**src/logic/dvam_pkg.sv**
```systemverilog
// Constants for the digital volume and zero-data auto-mute block.
// Assumes one register port with 8-bit address and data, and samples on the same clock.
package dvam_pkg;

    localparam int          SAMPLE_WIDTH    = 24;
    localparam int          ADDR_WIDTH      = 8;
    localparam int          DATA_WIDTH      = 8;
    localparam int          CHANNELS        = 2;
    localparam int          COUNT_WIDTH     = 19;

    localparam logic [7:0]  AUTO_MUTE_DELAY_OFFSET     = 8'h3b;
    localparam logic [7:0]  VOLUME_LINK_CONTROL_OFFSET = 8'h3c;
    localparam logic [7:0]  LEFT_VOLUME_OFFSET         = 8'h3d;
    localparam logic [7:0]  RIGHT_VOLUME_OFFSET        = 8'h3e;

    localparam int          LEFT_DELAY_LSB  = 4;
    localparam int          RIGHT_DELAY_LSB = 0;
    localparam int          DELAY_WIDTH     = 3;
    localparam int          LINK_WIDTH      = 2;

    localparam logic [2:0]  LEFT_DELAY_RESET  = 3'h0;
    localparam logic [2:0]  RIGHT_DELAY_RESET = 3'h0;
    localparam logic [1:0]  LINK_RESET        = 2'h0;
    localparam logic [7:0]  LEFT_VOLUME_RESET  = 8'h10;
    localparam logic [7:0]  RIGHT_VOLUME_RESET = 8'h30;

    localparam logic [1:0]  LINK_INDEPENDENT = 2'h0;
    localparam logic [1:0]  LINK_FOLLOW_LEFT = 2'h1;

    localparam logic [7:0]  GAIN_CODE_MUTE  = 8'hff;
    localparam int          STEPS_PER_OCTAVE = 12;
    // Gain shift so that code 0x30 (octave 4) lands on exactly unity
    localparam int          UNITY_OCTAVE    = 4;
    localparam int          MANT_FRAC_BITS  = 15;

    // Zero-run lengths in samples at the 96 kHz reference rate
    localparam int          REF_RATE_HZ     = 96000;
    localparam logic [COUNT_WIDTH-1:0] ZERO_RUN_0 = 19'h00450;  // 11.5 ms
    localparam logic [COUNT_WIDTH-1:0] ZERO_RUN_1 = 19'h013e0;  // 53 ms
    localparam logic [COUNT_WIDTH-1:0] ZERO_RUN_2 = 19'h027f0;  // 106.5 ms
    localparam logic [COUNT_WIDTH-1:0] ZERO_RUN_3 = 19'h063f0;  // 266.5 ms
    localparam logic [COUNT_WIDTH-1:0] ZERO_RUN_4 = 19'h0c8a0;  // 0.535 s
    localparam logic [COUNT_WIDTH-1:0] ZERO_RUN_5 = 19'h18f60;  // 1.065 s
    localparam logic [COUNT_WIDTH-1:0] ZERO_RUN_6 = 19'h3e760;  // 2.665 s
    localparam logic [COUNT_WIDTH-1:0] ZERO_RUN_7 = 19'h7cec0;  // 5.33 s

endpackage

```
**src/logic/dvam_top.sv**
```systemverilog
// Stereo digital volume with per-channel zero-run auto-mute and register port.
// Assumes samples and register strobes are synchronous to ref_clk.
//
// Strobed register access was decided locally.
`timescale 1ns/10ps
module dvam_top #(
    parameter int mute_count_shift = 0
) (
    input  wire logic                                    ref_clk,
    input  wire logic                                    reset,
    input  wire logic [dvam_pkg::ADDR_WIDTH-1:0]         reg_addr,
    input  wire logic [dvam_pkg::DATA_WIDTH-1:0]         reg_wdata,
    input  wire logic                                    reg_write,
    input  wire logic                                    reg_read,
    output logic [dvam_pkg::DATA_WIDTH-1:0]              reg_rdata,
    input  wire logic                                    sample_valid,
    input  wire logic signed [dvam_pkg::SAMPLE_WIDTH-1:0] left_sample_in,
    input  wire logic signed [dvam_pkg::SAMPLE_WIDTH-1:0] right_sample_in,
    output logic                                         out_valid,
    output logic signed [dvam_pkg::SAMPLE_WIDTH-1:0]     left_sample_out,
    output logic signed [dvam_pkg::SAMPLE_WIDTH-1:0]     right_sample_out,
    output logic                                         left_auto_muted,
    output logic                                         right_auto_muted
);
    import dvam_pkg::*;

    logic [DELAY_WIDTH-1:0] left_zero_mute_delay_reg;
    logic [DELAY_WIDTH-1:0] right_zero_mute_delay_reg;
    logic [LINK_WIDTH-1:0]  volume_link_select_reg;
    logic [7:0]             left_gain_code_reg;
    logic [7:0]             right_gain_code_reg;
    logic [7:0]             reg_rdata_next;

    logic [DELAY_WIDTH-1:0]       delay_sel   [CHANNELS];
    logic [7:0]                   eff_code    [CHANNELS];
    logic signed [SAMPLE_WIDTH-1:0] chan_in   [CHANNELS];
    logic signed [SAMPLE_WIDTH-1:0] chan_out  [CHANNELS];
    logic [COUNT_WIDTH-1:0]       zero_run_reg [CHANNELS];
    logic                         muted_reg   [CHANNELS];

    // Register writes
    always_ff @(posedge ref_clk or posedge reset) begin
        if (reset) begin
            left_zero_mute_delay_reg  <= LEFT_DELAY_RESET;
            right_zero_mute_delay_reg <= RIGHT_DELAY_RESET;
            volume_link_select_reg    <= LINK_RESET;
            left_gain_code_reg        <= LEFT_VOLUME_RESET;
            right_gain_code_reg       <= RIGHT_VOLUME_RESET;
        end else if (reg_write) begin
            unique case (reg_addr)
                AUTO_MUTE_DELAY_OFFSET: begin
                    left_zero_mute_delay_reg  <= reg_wdata[LEFT_DELAY_LSB +: DELAY_WIDTH];
                    right_zero_mute_delay_reg <= reg_wdata[RIGHT_DELAY_LSB +: DELAY_WIDTH];
                end
                VOLUME_LINK_CONTROL_OFFSET: begin
                    volume_link_select_reg <= reg_wdata[LINK_WIDTH-1:0];
                end
                LEFT_VOLUME_OFFSET: begin
                    left_gain_code_reg <= reg_wdata;
                end
                RIGHT_VOLUME_OFFSET: begin
                    right_gain_code_reg <= reg_wdata;
                end
                default: begin
                end
            endcase
        end
    end

    // Read mux; reserved bits and unmapped addresses read as zero
    always_comb begin
        reg_rdata_next = 8'h00;
        unique case (reg_addr)
            AUTO_MUTE_DELAY_OFFSET: begin
                reg_rdata_next[LEFT_DELAY_LSB +: DELAY_WIDTH]  = left_zero_mute_delay_reg;
                reg_rdata_next[RIGHT_DELAY_LSB +: DELAY_WIDTH] = right_zero_mute_delay_reg;
            end
            VOLUME_LINK_CONTROL_OFFSET: begin
                reg_rdata_next[LINK_WIDTH-1:0] = volume_link_select_reg;
            end
            LEFT_VOLUME_OFFSET: begin
                reg_rdata_next = left_gain_code_reg;
            end
            RIGHT_VOLUME_OFFSET: begin
                reg_rdata_next = right_gain_code_reg;
            end
            default: begin
            end
        endcase
    end

    // Read data stands only in the cycle after the strobe
    always_ff @(posedge ref_clk or posedge reset) begin
        if (reset) begin
            reg_rdata <= '0;
        end else if (reg_read) begin
            reg_rdata <= reg_rdata_next;
        end else begin
            reg_rdata <= '0;
        end
    end

    function automatic logic [COUNT_WIDTH-1:0] zero_run_limit(input logic [2:0] sel);
        unique case (sel)
            3'h0: zero_run_limit = ZERO_RUN_0;
            3'h1: zero_run_limit = ZERO_RUN_1;
            3'h2: zero_run_limit = ZERO_RUN_2;
            3'h3: zero_run_limit = ZERO_RUN_3;
            3'h4: zero_run_limit = ZERO_RUN_4;
            3'h5: zero_run_limit = ZERO_RUN_5;
            3'h6: zero_run_limit = ZERO_RUN_6;
            3'h7: zero_run_limit = ZERO_RUN_7;
        endcase
    endfunction

    always_comb begin
        delay_sel[0] = left_zero_mute_delay_reg;
        delay_sel[1] = right_zero_mute_delay_reg;
        chan_in[0]   = left_sample_in;
        chan_in[1]   = right_sample_in;
        eff_code[0]  = left_gain_code_reg;
        // Reserved link codes fall through to independent volumes
        if (volume_link_select_reg == LINK_FOLLOW_LEFT) begin
            eff_code[1] = left_gain_code_reg;
        end else begin
            eff_code[1] = right_gain_code_reg;
        end
    end

    genvar ch;
    generate
        for (ch = 0; ch < CHANNELS; ch++) begin : g_chan
            logic [COUNT_WIDTH-1:0] limit;
            logic                   is_zero;

            // Counted in samples, not clocks, so the delay tracks the sample rate
            assign limit   = zero_run_limit(delay_sel[ch]) >> mute_count_shift;
            assign is_zero = (chan_in[ch] == '0);

            // Counter saturates at the limit; a new, smaller limit mutes on the next zero
            always_ff @(posedge ref_clk or posedge reset) begin
                if (reset) begin
                    zero_run_reg[ch] <= '0;
                    muted_reg[ch]    <= 1'b0;
                end else if (sample_valid) begin
                    if (!is_zero) begin
                        zero_run_reg[ch] <= '0;
                        muted_reg[ch]    <= 1'b0;
                    end else if (zero_run_reg[ch] + 1'b1 >= limit) begin
                        zero_run_reg[ch] <= limit;
                        muted_reg[ch]    <= 1'b1;
                    end else begin
                        zero_run_reg[ch] <= zero_run_reg[ch] + 1'b1;
                    end
                end
            end

            dvam_gain u_gain (
                .ref_clk      (ref_clk),
                .reset        (reset),
                .sample_valid (sample_valid),
                .sample_in    (chan_in[ch]),
                .gain_code    (eff_code[ch]),
                .force_zero   (muted_reg[ch]),
                .sample_out   (chan_out[ch])
            );
        end
    endgenerate

    always_ff @(posedge ref_clk or posedge reset) begin
        if (reset) begin
            out_valid <= 1'b0;
        end else begin
            out_valid <= sample_valid;
        end
    end

    assign left_sample_out  = chan_out[0];
    assign right_sample_out = chan_out[1];
    assign left_auto_muted  = muted_reg[0];
    assign right_auto_muted = muted_reg[1];

endmodule

```
**src/logic/dvam_gain.sv**
```systemverilog
// One channel of gain scaling with 0.5 dB steps and output forcing to zero.
// Assumes sample_valid is a one-cycle strobe on ref_clk with sample_in alongside.
`timescale 1ns/10ps
module dvam_gain (
    input  wire logic                              ref_clk,
    input  wire logic                              reset,
    input  wire logic                              sample_valid,
    input  wire logic signed [dvam_pkg::SAMPLE_WIDTH-1:0] sample_in,
    input  wire logic [7:0]                        gain_code,
    input  wire logic                              force_zero,
    output logic signed [dvam_pkg::SAMPLE_WIDTH-1:0]      sample_out
);
    import dvam_pkg::*;

    localparam logic signed [47:0] SAT_MAX = 48'sh0000007fffff;
    localparam logic signed [47:0] SAT_MIN = -48'sh000000800000;

    // Twelve mantissas of 10^(-k/40) in Q15; octaves are plain shifts.
    // Trade-off: a shift is 6.02 dB, so top-of-range codes sit about 0.08 dB high.
    function automatic logic [15:0] mantissa(input logic [3:0] k);
        unique case (k)
            4'h0:    mantissa = 16'h8000;
            4'h1:    mantissa = 16'h78d7;
            4'h2:    mantissa = 16'h7215;
            4'h3:    mantissa = 16'h6bb3;
            4'h4:    mantissa = 16'h65ad;
            4'h5:    mantissa = 16'h5ffd;
            4'h6:    mantissa = 16'h5a9e;
            4'h7:    mantissa = 16'h558c;
            4'h8:    mantissa = 16'h50c3;
            4'h9:    mantissa = 16'h4c3f;
            4'ha:    mantissa = 16'h47fb;
            4'hb:    mantissa = 16'h43f4;
            default: mantissa = 16'h0000;
        endcase
    endfunction

    logic [4:0]         octave;
    logic [3:0]         step;
    logic signed [47:0] product;
    logic signed [47:0] scaled;
    logic signed [SAMPLE_WIDTH-1:0] saturated;

    always_comb begin
        octave  = 5'(gain_code / 8'(STEPS_PER_OCTAVE));
        step    = 4'(gain_code % 8'(STEPS_PER_OCTAVE));
        product = 48'(sample_in) * $signed({1'b0, mantissa(step)});
        scaled  = product >>> (MANT_FRAC_BITS - UNITY_OCTAVE + 32'(octave));
        if (scaled > SAT_MAX) begin
            saturated = SAT_MAX[SAMPLE_WIDTH-1:0];
        end else if (scaled < SAT_MIN) begin
            saturated = SAT_MIN[SAMPLE_WIDTH-1:0];
        end else begin
            saturated = scaled[SAMPLE_WIDTH-1:0];
        end
    end

    always_ff @(posedge ref_clk or posedge reset) begin
        if (reset) begin
            sample_out <= '0;
        end else if (sample_valid) begin
            if (force_zero || gain_code == GAIN_CODE_MUTE) begin
                sample_out <= '0;
            end else begin
                sample_out <= saturated;
            end
        end
    end

endmodule

```
**config.mk**
```make
export PLATFORM = sky130hd
export DESIGN_NAME = dvam_top
export DESIGN_NICKNAME = d
export VERILOG_FILES = /design/src/logic/dvam_pkg.sv /design/src/logic/dvam_top.sv /design/src/logic/dvam_gain.sv
export SDC_FILE = /design/constraint.sdc
export NUM_CORES = 2
export LEC_CHECK = 0
export ABC_CLOCK_PERIOD_IN_PS = 16200
export BUFFER_PORTS_ARGS = -buffer_cell sky130_fd_sc_hd__buf_2
export CORE_ASPECT_RATIO = 0.6
export CORE_MARGIN = 8
export CORE_UTILIZATION = 35
export CTS_BUF_LIST = sky130_fd_sc_hd__clkbuf_16
export DETAILED_ROUTE_END_ITERATION = 12
export GPL_ROUTABILITY_DRIVEN = 0
export PLACE_DENSITY_LB_ADDON = 0.1
export SYNTH_ARGS = -nofsm -noshare
export SYNTH_HDL_FRONTEND = slang
export SYNTH_SLANG_ARGS = --single-unit
```
**constraint.sdc**
```tcl
create_clock -name ref_clk -period 16.2 [get_ports ref_clk]
set_input_delay 2.43 -clock ref_clk [delete_from_list [all_inputs] [get_ports ref_clk]]
set_output_delay 2.43 -clock ref_clk [all_outputs]
set_load 0.05 [all_outputs]
```
==> results by group <==
Outcome
  – Status: complete, no violations

Drt
  – Drt via density: about 5.4
  – Via count: approximately 38000
  – WL/cell: approximately 22 microns
  – Post-route ant nets: 0
  – DRC violation total after the first TritonRoute iteration: between 3000 and 4000
  – DRC violations left: 0
  – First drt pass iteration count: 6
  – Final wirelength: between 150000 and 200000 microns

Floorplan
  – Die Ht: about 290 microns
  – Starting Density: 0.354
  – Row cnt: 100
  – Die ar.: between 0.1 and 0.15 sq mm
  – Die span in x: around 470 microns
  – Core Area: between 0.1 and 0.15 sq mm
  – IO Count: 128

STA
  – Worst Clk Skew: between 0.01 and 0.015 ns
  – Final worst path period share: 0.886
  – Final setup TNS: 0 ns
  – WHS: approximately 0.52 ns
  – Tmin final: about 14 ns
  – RSZ-0062 raised after global routing: false
  – Fmax: approximately 70 MHz
  – Slew @ Worst Pin: approximately 1.2 ns
  – Final Setup Violations: 0
  – Slew headroom: 0.197
  – Slew Viols, Final: 0
  – Final hold violations: 0

Clock tree
  – Clk buf depth: 2
  – Clock Tree Root: clkbuf_16
  – Num CTS Buffers: 17
  – CTS resizes: 0
  – Worst-path clk slew: 0.06 ns
  – Post-CTS setup buffer count: 0
  – Hold Buf Count CTS: 0
  – Worst skew pair latency: between 0.4 and 0.5 ns
  – # H-tree levels: 4
  – Clock sink count: around 120
  – TritonCTS clock tree: yes

Setup path
  – Reg-to-reg endpoint: g_chan[1].u_gain.sample_out[17]
  – Worst Path Max Fanout: 18
  – Setup crit start kind: flop
  – Reg2reg start: left_gain_code_reg[7]
  – Reg2Reg Depth: 35
  – CP endpoint: g_chan[1].u_gain.sample_out[17]
  – Slowest cell on the critical path: o22ai_2
  – CP most frequent cell: fa_1
  – Crit. Startpoint: left_gain_code_reg[7]
  – Worst Path Arrival: roughly 15 ns
  – Crit Path Category: reg -> reg
  – CP required: 16.54 ns
  – R2R Setup Slk: about 1.8 ns
  – CP endpoint kind: flop
  – Max incr delay on CP: 0.97 ns

Final layout
  – Max FFs per register: 48
  – Area delta synth->final: 6.54%
  – Cell area after layout: 0.0468 sq mm
  – Filler cells: 12995
  – Fraction of final layout cells sized beyond drive strength 1: 0.0727
  – Nets: around 6300
  – Register area: a little over 0.003 sq mm
  – Multi-input gate area: around 0.036 sq mm

Logic synthesis
  – Top cells by area, synth: fa_1 34%, inv_1 8.2%, ha_1 7.5%
  – Top-area cell type share of the netlist area: 0.343
  – Mean Syn Cell Area: 8.28 sq um
  – Most numerous cell in the Yosys netlist: inv_1
  – Mapped cell area: between 0.04 and 0.05 sq mm
  – Post-Syn Instances: ~5300
  – Synth Net Count: ~6400
  – Most instantiated cells after synthesis: 960 x inv_1, 754 x fa_1, 693 x nand2_1
  – Most used flip-flop cell after synthesis: dfrtp_1
  – FF+latch count, synth: between 100 and 150
  – Synth warn: 0
  – Yosys top cell by area: fa_1
  – Yosys cell types: 107
  – Post-synth EDFFs: 0
  – Post-synth ARST share: 1.00
  – Post-synthesis sequential area ratio: 0.0689

Flow run
  – Max-cap violations: 0

Min path
  – Hold depth: 1
  – HP Class: reg -> reg

Global route
  – Largest net degree at the start of global routing: 71
  – Congestion Overflow GR: 0
  – First-pass GRT wire length: approximately 240000 microns
  – GRT Overall Usage: 0.217
  – Vias in the first global route: 37621
  – Antenna violations before repair: 7

Placement
  – Post-DP HPWL: roughly 120000 microns
  – Cell Area, Placed: around 0.046 sq mm
  – PortBufs: between 100 and 150
## kinds of logic after synthesis
logic type	count (synthesis)	synth area share
AOI/OAI and AO/OA	944	0.151
xor gates and xnor gates	102	0.0206
adders and majority gates	1017	0.418
buffers and inverters	1260	0.110
DFF	121	0.0689
muxes	152	0.0411
and+or+nand+nor	1717	0.191
## final cells by class
class                      count  share of cell area
multi-input combinational   3932               0.775
antenna                        2            0.000107
timing repair buffer         200              0.0253
clock buffer                  17             0.00908
inverter                     966              0.0775
clock inverter                15             0.00353
tap                         1683              0.0450
sequential                   121              0.0647
## stage by stage
step           instances  utilization  setup slack, ns
2_1_floorplan       5313            -             5.00
3_3_place_gp        6902        0.372             2.38
3_5_place_dp        6902        0.372             2.13
4_1_cts             6934        0.377             2.11
5_1_grt             6935        0.377             1.15
6_report            6936        0.377             1.85
## worst max-delay path, delay by kind of cell (launching register included)
kind,cells,cell delay (ns)
mux,3,1.53
buf+inv,3,0.63
compound gates,11,4.60
simple gates,9,2.53
flops,1,0.65
fa+ha+maj,8,4.06
xor+xnor,1,0.21
## per-layer routing
metal | routed length, microns | global-route usage
met5 | 0 | 0
met4 | 608 | 0.0134
met3 | 11800 | 0.0355
met2 | 54000 | 0.272
met1 | 84600 | 0.385
## worst min path at each step
stage,startpoint,end
floorplan,zero_run_reg[37],zero_run_reg[37]
global placement,zero_run_reg[37],zero_run_reg[37]
detailed placement,zero_run_reg[37],zero_run_reg[37]
CTS,zero_run_reg[37],zero_run_reg[37]
global route,g_chan[0].u_gain.sample_out[0],g_chan[0].u_gain.sample_out[0]
finish,zero_run_reg[37],zero_run_reg[37]
## placed cells by master, fill, tap and decap left out, types with 40 or more instances in the layout
master / count
ha_1: 263
a211oi_1: 40
nand3_1: 103
mux2_2: 45
buf_4: 73
dfrtp_1: 118
nand2b_1: 55
nor2b_1: 88
nand2_1: 693
and3_1: 60
and2_1: 276
nor3_1: 75
inv_1: 959
nor2_1: 205
xnor2_1: 66
buf_2: 127
o211ai_1: 70
fa_1: 754
a21oi_1: 219
o21ai_0: 137
mux2i_1: 87
nand4_1: 45
Power is not shown: default switching activity piles up to over one toggle a cycle in this logic, so the estimate is an artifact.
